File: config.mk
export PLATFORM = sky130hd
export DESIGN_NAME = mifc_top
export DESIGN_NICKNAME = d
export VERILOG_FILES = /design/src/mifc_pkg.sv /design/src/mifc_prio_pick.sv /design/src/mifc_top.sv
export SDC_FILE = /design/constraint.sdc
export NUM_CORES = 1
export LEC_CHECK = 0
export BUFFER_PORTS_ARGS = -buffer_cell sky130_fd_sc_hd__buf_2
export CORE_ASPECT_RATIO = 0.5
export CORE_MARGIN = 2
export CORE_UTILIZATION = 35
export CTS_CLUSTER_SIZE = 28
export DETAILED_ROUTE_END_ITERATION = 6
export GPL_TIMING_DRIVEN = 0
export PLACE_DENSITY = 0.66
export SLEW_MARGIN = 30
export SYNTH_ARGS = -nofsm -noshare
export SYNTH_HDL_FRONTEND = slang
export SYNTH_SLANG_ARGS = --single-unit
File: constraint.sdc
create_clock -name clk_i -period 5.1 [get_ports clk_i]
set_input_delay 1.53 -clock clk_i [delete_from_list [all_inputs] [get_ports clk_i]]
set_output_delay 1.53 -clock clk_i [all_outputs]
set_load 0.02 [all_outputs]
File: src/mifc_pkg.sv
// package: constants, field layout and carrier types of the interrupt flag controller
`default_nettype none
package mifc_pkg;
   // =========================================================
   // register byte offsets on the wishbone bus
   localparam logic [7:0] OFF_CTL3 = 8'h00;
   localparam logic [7:0] OFF_G02 = 8'h04;
   localparam logic [7:0] OFF_G1 = 8'h08;
   localparam logic [7:0] OFF_MISC = 8'h0C;
   localparam logic [7:0] OFF_G3 = 8'h10;
   localparam logic [7:0] OFF_GCTL = 8'h14;
   localparam logic [7:0] OFF_STAT = 8'h18;
   // =========================================================
   // field layout of control register three
   localparam int G4_IDX = 0;
   localparam int T0_IDX = 1;
   localparam int T1_IDX = 2;
   localparam int G5_IDX = 3;
   localparam int FLAG_LSB = 4;
   localparam int NSRC = 4;
   localparam int SRC_W = 2;
   localparam int GIE_BIT = 0;
   localparam int NGRP = 4;
   // group register index in the group array
   localparam int GR_G02 = 0;
   localparam int GR_G1 = 1;
   localparam int GR_MISC = 2;
   localparam int GR_G3 = 3;
   // =========================================================
   // implemented bits of each group register
   localparam logic [7:0] IMPL_FULL = 8'hFF;
   localparam logic [7:0] IMPL_NO_T2 = 8'h33;
   localparam logic [7:0] IMPL_T1 = 8'h77;
   localparam logic [7:0] IMPL_T1_NO_B = 8'h33;
   localparam logic [7:0] IMPL_T3 = 8'h33;
   localparam logic [7:0] RST_BYTE = 8'h00;
   localparam logic [31:0] RST_WORD = 32'h0000_0000;
   // which group feeds group5 (1) or group4 (0)
   localparam logic [NGRP-1:0] GRP_TO_G5 = 4'hC;
   // =========================================================
   // program counter width and default vector and priority tables
   localparam int PC_W = 13;
   localparam logic [4*PC_W-1:0] VEC_DEFAULT = {13'h001C, 13'h0018, 13'h0014, 13'h0010};
   // highest priority in the low slot
   localparam logic [NSRC*SRC_W-1:0] PRIO_DEFAULT = {2'h3, 2'h2, 2'h1, 2'h0};
   // =========================================================
   // service state
   typedef enum logic {ST_RUN, ST_IN_ISR} mifc_state_e;
   // peripheral event pulses, nibbles ordered as the flag bits 7..4
   typedef struct packed {
      logic tick1;
      logic tick0;
      logic [3:0] grp02;
      logic [3:0] grp1;
      logic [3:0] misc;
      logic [3:0] grp3;
   } mifc_evt_s;
   // requests to the processor core and its return stack
   typedef struct packed {
      logic push;
      logic [PC_W-1:0] push_pc;
      logic pop;
      logic load;
      logic [PC_W-1:0] load_pc;
   } mifc_jump_s;
endpackage
`default_nettype wire

File: src/mifc_prio_pick.sv
// fixed-priority pick of one pending vector source
`default_nettype none
module mifc_prio_pick #(
   parameter int N = 4,
   parameter int IW = 2,
   parameter logic [N*IW-1:0] PRIO_TBL = {2'h3, 2'h2, 2'h1, 2'h0}
) (
   input wire logic [N-1:0] pend_i,
   output logic valid_o,
   output logic [IW-1:0] idx_o
);
   // =========================================================
   // elaboration check
   if ((1 << IW) < N) begin : g_bad
      $error("mifc_prio_pick: index width too small");
   end
   // =========================================================
   // scan from lowest to highest priority, last hit wins
   always_comb begin
      valid_o = 1'b0;
      idx_o = '0;
      for (int k = N - 1; k >= 0; k--) begin
         if (pend_i[PRIO_TBL[k*IW +: IW]]) begin
            valid_o = 1'b1;
            idx_o = PRIO_TBL[k*IW +: IW];
         end
      end
   end
endmodule
`default_nettype wire

File: src/mifc_top.sv
// interrupt flag controller: flags, enables, grouping, priority and vector entry
//
// Local design decisions: the address map and the Wishbone register port.
`default_nettype none
module mifc_top #(
   parameter int ADDR_W = 8,
   parameter bit HAS_TMR2 = 1'b1,
   parameter bit HAS_TMR1B = 1'b1,
   parameter bit HAS_TMR3 = 1'b1,
   parameter logic [4*mifc_pkg::PC_W-1:0] VEC_TBL = mifc_pkg::VEC_DEFAULT,
   parameter logic [mifc_pkg::NSRC*mifc_pkg::SRC_W-1:0] PRIO_TBL = mifc_pkg::PRIO_DEFAULT
) (
   input wire logic clk_i,
   input wire logic rst_i,
   input wire logic ce_i,
   input wire logic wb_cyc_i,
   input wire logic wb_stb_i,
   input wire logic wb_we_i,
   input wire logic [ADDR_W-1:0] wb_adr_i,
   input wire logic [3:0] wb_sel_i,
   input wire logic [31:0] wb_dat_i,
   output logic [31:0] wb_dat_o,
   output logic wb_ack_o,
   input wire mifc_pkg::mifc_evt_s evt_i,
   input wire logic boundary_i,
   input wire logic [mifc_pkg::PC_W-1:0] pc_next_i,
   input wire logic stack_full_i,
   input wire logic return_from_irq_instr_i,
   input wire logic [mifc_pkg::PC_W-1:0] pop_pc_i,
   input wire logic sleep_i,
   output mifc_pkg::mifc_jump_s jump_o,
   output logic wake_o
);
   // =========================================================
   // elaboration check
   if (ADDR_W < 5 || ADDR_W > 32) begin : g_bad
      $error("mifc_top: address width must be 5 to 32");
   end

   localparam logic [7:0] IMPL [mifc_pkg::NGRP] = '{
      HAS_TMR2 ? mifc_pkg::IMPL_FULL : mifc_pkg::IMPL_NO_T2,
      HAS_TMR1B ? mifc_pkg::IMPL_T1 : mifc_pkg::IMPL_T1_NO_B,
      mifc_pkg::IMPL_FULL,
      HAS_TMR3 ? mifc_pkg::IMPL_T3 : mifc_pkg::RST_BYTE};

   // word address match, used for every register
   function automatic logic reg_hit(input logic [ADDR_W-1:0] adr, input logic [7:0] off);
      logic [31:0] full;
      full = 32'(adr);
      return full[31:2] == 30'(off[7:2]);
   endfunction

   // =========================================================
   // declarations
   logic ack_r;
   logic [31:0] rdat_r;
   logic [7:0] ctl3_r;
   logic [7:0] ctl3_nxt;
   logic [7:0] grp_r [mifc_pkg::NGRP];
   logic [7:0] grp_nxt [mifc_pkg::NGRP];
   logic [3:0] act_q [mifc_pkg::NGRP];
   logic gie_r;
   logic wake_r;
   mifc_pkg::mifc_state_e st_r;
   mifc_pkg::mifc_jump_s jump_r;
   logic [mifc_pkg::SRC_W-1:0] last_idx_r;
   logic req_go;
   logic wr_go;
   logic [7:0] wbyte;
   logic [3:0] evt_nib [mifc_pkg::NGRP];
   logic [mifc_pkg::NGRP-1:0] grp_rise;
   logic g4_set;
   logic g5_set;
   logic [mifc_pkg::NSRC-1:0] pend;
   logic pick_valid;
   logic [mifc_pkg::SRC_W-1:0] pick_idx;
   logic take;
   logic flag_rise;

   // bus request strobes, data in byte lane zero
   assign req_go = wb_cyc_i && wb_stb_i && !ack_r;
   assign wr_go = req_go && wb_we_i && wb_sel_i[0];
   assign wbyte = wb_dat_i[7:0];
   assign evt_nib[mifc_pkg::GR_G02] = evt_i.grp02;
   assign evt_nib[mifc_pkg::GR_G1] = evt_i.grp1;
   assign evt_nib[mifc_pkg::GR_MISC] = evt_i.misc;
   assign evt_nib[mifc_pkg::GR_G3] = evt_i.grp3;

   // =========================================================
   // group registers: source flags and enables
   always_comb begin
      for (int i = 0; i < mifc_pkg::NGRP; i++) begin
         grp_nxt[i] = grp_r[i];
         if (wr_go && reg_hit(wb_adr_i, mifc_pkg::OFF_G02 + 8'(4 * i))) begin
            grp_nxt[i] = wbyte;
         end
         // event set wins over a software clear
         grp_nxt[i][7:4] = grp_nxt[i][7:4] | evt_nib[i];
         grp_nxt[i] = grp_nxt[i] & IMPL[i];
      end
   end

   for (genvar g = 0; g < mifc_pkg::NGRP; g++) begin : g_grp
      // flag register and gated activity history
      always_ff @(posedge clk_i) begin
         if (rst_i) begin
            grp_r[g] <= mifc_pkg::RST_BYTE;
            act_q[g] <= 4'h0;
         end else if (ce_i) begin
            grp_r[g] <= grp_nxt[g];
            act_q[g] <= grp_r[g][7:4] & grp_r[g][3:0];
         end
      end
      // enabled source flag newly set
      assign grp_rise[g] = |(grp_r[g][7:4] & grp_r[g][3:0] & ~act_q[g]);
   end

   // group flags collect their sources
   always_comb begin
      g4_set = 1'b0;
      g5_set = 1'b0;
      for (int i = 0; i < mifc_pkg::NGRP; i++) begin
         if (mifc_pkg::GRP_TO_G5[i]) begin
            g5_set = g5_set | grp_rise[i];
         end else begin
            g4_set = g4_set | grp_rise[i];
         end
      end
   end

   // =========================================================
   // vector request selection
   assign pend = ctl3_r[7:4] & ctl3_r[3:0];
   assign take = ce_i && boundary_i && gie_r && !stack_full_i && !return_from_irq_instr_i && pick_valid;

   mifc_prio_pick #(
      .N(mifc_pkg::NSRC),
      .IW(mifc_pkg::SRC_W),
      .PRIO_TBL(PRIO_TBL)
   ) u_pick (
      .pend_i(pend),
      .valid_o(pick_valid),
      .idx_o(pick_idx)
   );

   // =========================================================
   // control register three
   always_comb begin
      ctl3_nxt = ctl3_r;
      if (wr_go && reg_hit(wb_adr_i, mifc_pkg::OFF_CTL3)) begin
         ctl3_nxt = wbyte;
      end
      if (take) begin
         ctl3_nxt[mifc_pkg::FLAG_LSB + 32'(pick_idx)] = 1'b0;
      end
      // sets come last so they win
      ctl3_nxt[mifc_pkg::FLAG_LSB + mifc_pkg::T0_IDX] |= evt_i.tick0;
      ctl3_nxt[mifc_pkg::FLAG_LSB + mifc_pkg::T1_IDX] |= evt_i.tick1;
      ctl3_nxt[mifc_pkg::FLAG_LSB + mifc_pkg::G4_IDX] |= g4_set;
      ctl3_nxt[mifc_pkg::FLAG_LSB + mifc_pkg::G5_IDX] |= g5_set;
   end

   always_ff @(posedge clk_i) begin
      if (rst_i) begin
         ctl3_r <= mifc_pkg::RST_BYTE;
      end else if (ce_i) begin
         ctl3_r <= ctl3_nxt;
      end
   end

   // =========================================================
   // global enable: software sets, entry clears
   always_ff @(posedge clk_i) begin
      if (rst_i) begin
         gie_r <= 1'b0;
      end else if (ce_i) begin
         if (take) begin
            gie_r <= 1'b0;
         end else if (wr_go && reg_hit(wb_adr_i, mifc_pkg::OFF_GCTL)) begin
            gie_r <= wbyte[mifc_pkg::GIE_BIT];
         end
      end
   end

   // =========================================================
   // service state and last vector taken
   always_ff @(posedge clk_i) begin
      if (rst_i) begin
         st_r <= mifc_pkg::ST_RUN;
         last_idx_r <= '0;
      end else if (ce_i) begin
         case (st_r)
            mifc_pkg::ST_RUN: begin
               if (take) begin
                  st_r <= mifc_pkg::ST_IN_ISR;
               end
            end
            mifc_pkg::ST_IN_ISR: begin
               if (return_from_irq_instr_i) begin
                  st_r <= mifc_pkg::ST_RUN;
               end
            end
            default: begin
               st_r <= mifc_pkg::ST_RUN;
            end
         endcase
         if (take) begin
            last_idx_r <= pick_idx;
         end
      end
   end

   // =========================================================
   // core and stack requests
   always_ff @(posedge clk_i) begin
      if (rst_i) begin
         jump_r <= '0;
      end else if (ce_i) begin
         jump_r.push <= take;
         jump_r.pop <= return_from_irq_instr_i;
         jump_r.load <= take || return_from_irq_instr_i;
         if (take) begin
            jump_r.push_pc <= pc_next_i;
            jump_r.load_pc <= VEC_TBL[32'(pick_idx) * mifc_pkg::PC_W +: mifc_pkg::PC_W];
         end else if (return_from_irq_instr_i) begin
            jump_r.load_pc <= pop_pc_i;
         end
      end
   end

   // =========================================================
   // wake on any flag newly set while asleep
   always_comb begin
      flag_rise = |(ctl3_nxt[7:4] & ~ctl3_r[7:4]);
      for (int i = 0; i < mifc_pkg::NGRP; i++) begin
         flag_rise = flag_rise | (|(grp_nxt[i][7:4] & ~grp_r[i][7:4]));
      end
   end

   always_ff @(posedge clk_i) begin
      if (rst_i) begin
         wake_r <= 1'b0;
      end else if (ce_i) begin
         wake_r <= sleep_i && flag_rise;
      end
   end

   // =========================================================
   // wishbone answer and read data
   always_ff @(posedge clk_i) begin
      if (rst_i) begin
         ack_r <= 1'b0;
         rdat_r <= mifc_pkg::RST_WORD;
      end else if (ce_i) begin
         ack_r <= req_go;
         rdat_r <= mifc_pkg::RST_WORD;
         if (req_go && !wb_we_i) begin
            if (reg_hit(wb_adr_i, mifc_pkg::OFF_CTL3)) begin
               rdat_r[7:0] <= ctl3_r;
            end
            for (int i = 0; i < mifc_pkg::NGRP; i++) begin
               if (reg_hit(wb_adr_i, mifc_pkg::OFF_G02 + 8'(4 * i))) begin
                  rdat_r[7:0] <= grp_r[i];
               end
            end
            if (reg_hit(wb_adr_i, mifc_pkg::OFF_GCTL)) begin
               rdat_r[mifc_pkg::GIE_BIT] <= gie_r;
            end
            if (reg_hit(wb_adr_i, mifc_pkg::OFF_STAT)) begin
               rdat_r[7:0] <= {last_idx_r, 1'b0, st_r == mifc_pkg::ST_IN_ISR, pend};
            end
         end
      end
   end

   assign wb_ack_o = ack_r;
   assign wb_dat_o = rdat_r;
   assign jump_o = jump_r;
   assign wake_o = wake_r;
endmodule
`default_nettype wire

======== Yosys cells after proc, flatten, opt, wreduce, memory -nomap -nowiden ========
Memory sizes are Yosys's and may differ from the RTL's.
Index checks and enable logic that the tools add are counted.
word-level totals
  register bits ........................... 51
  RAM bits ................................ 48
  input port bits ......................... 98
  memories kept ........................... 2
cells by class
  add/subtract/negate cells ............... 1
  multiply operators ...................... 1
  $lt $le $gt $ge ......................... 2
  equality and inequality tests ........... 6
  shifts and indexed selects .............. 1
  multiplexer cells ....................... 44
  bitwise gates (word level) .............. 48
  reductions and logical operators ........ 38
memories
  memory  words  width  rd ports  clocked after Yosys merged registers in  wr ports  line            RTL
  grp_r   4      8      4         0                                        4         mifc_top.sv:59  logic [7:0] grp_r [mifc_pkg::NGRP];
  act_q   4      4      4         0                                        4         mifc_top.sv:61  logic [3:0] act_q [mifc_pkg::NGRP];
operators by type and width
  operator                                                                       count
  8-bit 2-to-1 mux                                                               15
  52-bit by 7-bit indexed part select with 13-bit output (first input constant)  1
  4-bit bitwise AND                                                              12
  4-bit NOT                                                                      9
  4-bit OR reduction                                                             9
  13-bit 2-to-1 mux                                                              2
  6-bit by 3-bit equality test with 1-bit output (second input constant)         3
  1-bit logical AND                                                              18
  1-bit OR                                                                       18
  4-bit 2-to-1 mux                                                               4
  1-bit 2-to-1 mux                                                               15
  6-bit by 2-bit equality test with 1-bit output (second input constant)         2
  8-bit bitwise AND                                                              1
  2-bit 2-to-1 mux                                                               4
  8-bit NOT                                                                      1
  4-bit OR                                                                       2
  7-bit 2-to-1 mux                                                               1
  6-bit by 1-bit equality test with 1-bit output (second input constant)         1
  6-bit logical NOT                                                              1
  2-bit by 4-bit multiplier with 6-bit output (second input constant)            1
  6-bit 2-to-1 mux                                                               1
  2-bit AND reduction                                                            3
  3-bit by 2-bit adder with 4-bit output (first input constant)                  1
  2-bit by 4-bit bitwise AND with 4-bit output                                   1
  other kinds (11)                                                               15

======== Longest topological paths before layout ========
  depth in word-level cells ............... 21
  gate-level depth with buffers ........... 7
  depth with buffers taken out ............ 5

======== Cells and area by module ========
From an unflattened synthesis, not the netlist that was laid out.
second synthesis, totals
  cell total of the unflattened synthesis .. 518
  area total of the unflattened synthesis .. 4603.2 um^2
modules (own cells, without submodules)
  module          times used  cells an instance  area each (um^2)  sequential area each (um^2)
  mifc_top        1           511                4568.1            2192.1
  mifc_prio_pick  1           7                  35.0              0.0

======== Worst setup path after synthesis ========
Ideal clock, no wire load.
  path kind ............................... input -> register
  start ................................... input port wb_adr_i[5]
  end ..................................... memory grp_r[1][5] (data pin)
  arrival ................................. 2.939 ns
  data required time ...................... 4.846 ns
  slack ................................... 1.906 ns
  stages .................................. 6
  buffers on the path ..................... 1
  cell sequence ........................... or4_1 buf_2 nor3_4 nand2_1 mux2i_1 o21a_1
RTL lines
  what                line            RTL
  start: declaration  mifc_top.sv:19  input wire logic [ADDR_W-1:0] wb_adr_i,
  end: declaration    mifc_top.sv:59

==> flow_metrics.py <==
metrics = {
    "sta": {
        "setup_tns_ns": 0,
        "min_period_ns": 3.36,
        "tightest_slew_ns": 0.963,
        "finalHoldViolations": 0,
        "rsz0062_at_grt": "no",
        "clock.fmax_mhz": 298,
        "slew_viol_final": 0,
        "setup_violations": 0,
        "whs_ns": 0.451,
        "min_period_over_period_pct": 65.8,
        "skew_ns": 0.00780,
        "slew_headroom_pct": 35.2,
    },
    "floorplan": {
        "die_x_um": 165,
        "start_util_pct": 35.9,
        "core-area_um2": 12700,
        "die_h_um": 84.5,
        "io_pins": 161,
        "die-area_um2": 14000,
        "num_rows": 29,
    },
    "global_routing": {
        "grt_pass1_vias": 4093,
        "grt_max_degree": 27,
        "antenna_found_initial": 0,
        "track_usage_pct": 20.4,
        "overflow": 0,
        "grt_pass1_wl_um": 21800,
    },
    "pwr": {
        "sw_frac_of_total_pct": 25.0,
        "switchingPower_mw": 0.427,
        "p_int_mw": 1.28,
        "pwr-share-clk_pct": 41.5,
        "cellLeakagePower_nw": 2.35,
        "peakVddDrop_mv": 0.163,
        "pwr-share-seq_pct": 47.1,
        "combPwrFrac_pct": 11.4,
        "p_per_area_nw_per_um2": 301,
    },
    "worst_setup_path": {
        "path_cells": "buf_2, or4_1, buf_2, nor3_4, nand3_1, nand2_1, a31oi_1",
        "max_stage_delay_ns": 0.53,
        "cp_max_fo": 9,
        "crit_path_end_kind": "register",
        "crit_family": "simple AND/OR/NAND/NOR gates",
        "crit_type": "in2reg",
        "cpMaxStageDelayCell": "or4_1",
        "crit_top_cell": "buf_2",
        "worstPathArrival_ns": 3.43,
        "reg2reg_depth": 6,
        "path_buf_inv": 2,
        "cp-start-kind": "input port",
        "required_ns": 5.18,
        "path_depth": 7,
    },
    "status": {
        "outcome": "completed",
    },
    "worst_hold_path": {
        "min_path_cells": 2,
        "hp-class": "reg2reg",
    },
    "yosys": {
        "synth-seq-cells": 90,
        "synth_mux_area_share_pct": 4.24,
        "ys_types": 56,
        "yosys_warnings": 0,
        "ys.flop_type": "dfxtp_1",
        "synth_enable_flop_cells": 39,
        "synthAdderAreaFrac_pct": 0,
        "synth_top_family_by_area": "simple AND/OR/NAND/NOR gates",
        "synthCells": 513,
        "syn_area_um2": 4540,
        "synth-compound-area-share_pct": 16.4,
        "synth_async_sr_flop_share_pct": 0,
        "yosysSeqAreaShare_pct": 48.3,
        "synthSimpleGateAreaFrac_pct": 23.2,
        "synth_xor_area_share_pct": 0,
        "syn_area_per_cell_um2": 8.85,
    },
    "route": {
        "drtPass1Iterations": 7,
        "wl_per_cell_um": 17.0,
        "dr_total_vias": 4303,
        "drt_wl_total_um": 14000,
        "vias_per_cell": 5.22,
        "drt-initial-drc-count": 439,
        "post-route-drc-count": 0,
        "final_antenna_net_count": 0,
    },
    "cells_and_area": {
        "layout.nets": 748,
        "antenna_cells": 0,
        "final_util_pct": 44.8,
        "drive_gt1_share_pct": 24.0,
        "syn2layout_area_growth_pct": 24.9,
    },
    "clock_network": {
        "cts_root_buf": "clkbuf_16",
        "htreeDepth": 3,
        "clk_pin_slew_ns": 0.06,
        "ctsHoldBuffers": 0,
        "cts_buffer_depth": 2,
        "clk_latency_ns": 0.34,
        "numCtsBuffers": 9,
        "cts.sinks": 90,
        "cts_tree": "done",
        "cts_setup_buffers": 0,
        "cts_resized": 0,
    },
    "placement": {
        "io_buffers": 103,
        "dp_hpwl_um": 10700,
        "gp_congestion": 0.941,
    },
    "job": {
        "maxCapViolCount": 0,
    },
}
## cells in the mapped netlist (3+ instances only)
cell | n | share of area [%]
a311oi_1 | 3 | 0.58
o2111ai_1 | 4 | 0.77
o21ai_0 | 14 | 1.5
nor2_1 | 38 | 3.1
nor4_1 | 3 | 0.41
nor3_1 | 8 | 0.88
o22ai_1 | 13 | 1.8
a22oi_1 | 4 | 0.66
mux2i_1 | 8 | 1.8
and3_1 | 3 | 0.41
mux4_2 | 4 | 2.0
a21oi_1 | 43 | 4.7
a21o_1 | 4 | 0.66
nand2b_1 | 17 | 2.3
and2_1 | 4 | 0.55
a32o_1 | 3 | 0.66
nand2_1 | 106 | 8.8
nor2b_1 | 7 | 0.96
o221ai_1 | 5 | 0.96
nand3_1 | 22 | 2.4
clkbuf_1 | 21 | 1.7
dfxtp_1 | 51 | 22
edfxtp_1 | 39 | 26
inv_1 | 20 | 1.7
buf_4 | 24 | 4.0
a31oi_1 | 11 | 1.5
## cell usage in the layout (no fill, tap or decap), types with 8 or more instances in the layout
cell type	synthesis	final
clkbuf_16	0	9
nor2_1	38	38
conb_1	1	24
inv_1	20	19
nand3_1	22	22
nand2b_1	17	17
dfxtp_1	51	51
clkbuf_1	21	23
a31oi_1	11	11
mux2i_1	8	8
edfxtp_1	39	39
buf_4	24	24
buf_2	1	104
o21ai_0	14	14
nor3_1	8	8
a21oi_1	43	43
o22ai_1	13	13
nand2_1	106	106
## final cells by class
type	instances	area, um2
sequential	90	2190
tap	170	213
inverter	20	75.1
clock buffer	11	233
timing repair buffer	103	515
buffer	48	279
clock inverter	5	78.8
fill	1269	6990
multi-input combinational	378	2090
## kinds of logic (layout without fill, tap and decap cells)
logic type,count (synthesis),count (layout)
multiplexers,14,14
AND/OR/NAND/NOR,223,223
AO/OA/AOI/OAI,117,117
flip-flops,90,90
buffers and inverters,68,187
other,1,24
## path summary, 6_finish.rpt
kind,from,slack [ns],endpoint
worst max-delay path,wb_adr_i[5],1.74,grp_r[2][7]
worst min-delay path,jump_o[26],0.45,jump_o[26]
worst max register to register,gie_r,2.86,jump_o[21]
worst min register to register,jump_o[26],0.45,jump_o[26]
## per-stage QoR
stage	total power [mW]	cell area (um2)	std cells	setup WS, ns
finish	1.71	5670	825	1.74
global route	1.77	5670	825	1.52
CTS	1.72	5670	825	1.79
detailed placement	1.01	5360	809	1.43
global placement	1.01	5360	809	1.48
floorplan	0.933	4630	536	1.91
## metal layers
metal / share of wire, % / global-route usage, % / up-vias
met5: 0.18 / 0 / -
met4: 2.1 / 6.40 / 2
met3: 12 / 6.77 / 36
met2: 43 / 31.4 / 232
met1: 43 / 27.3 / 1981
li1: - / - / 2052
## tightest hold or removal path, cell delays in order (launching register included)
cell and delay, ns:
dfxtp_1 0.31, nand2_1 0.05, a21oi_1 0.05
## power groups by stage
| stage | registers [mW] | logic [mW] | clock network [mW] |
|---|---|---|---|
| after floorplan | 0.817 | 0.116 | 0 |
| after global placement | 0.819 | 0.190 | 0 |
| after detailed placement | 0.819 | 0.192 | 0 |
| after CTS | 0.804 | 0.193 | 0.720 |
| after global routing | 0.807 | 0.213 | 0.746 |
| final | 0.805 | 0.195 | 0.709 |
## registers in the layout, summed over array words and instances (netlist names)
name / count
jump_o: 29
grp_r: 26
act_q: 13
ctl3_r: 8
wb_dat_o: 8
last_idx_r: 2
gie_r: 1
st_r: 1
wake_o: 1
wb_ack_o: 1
Power figures use the tool's default switching activity.
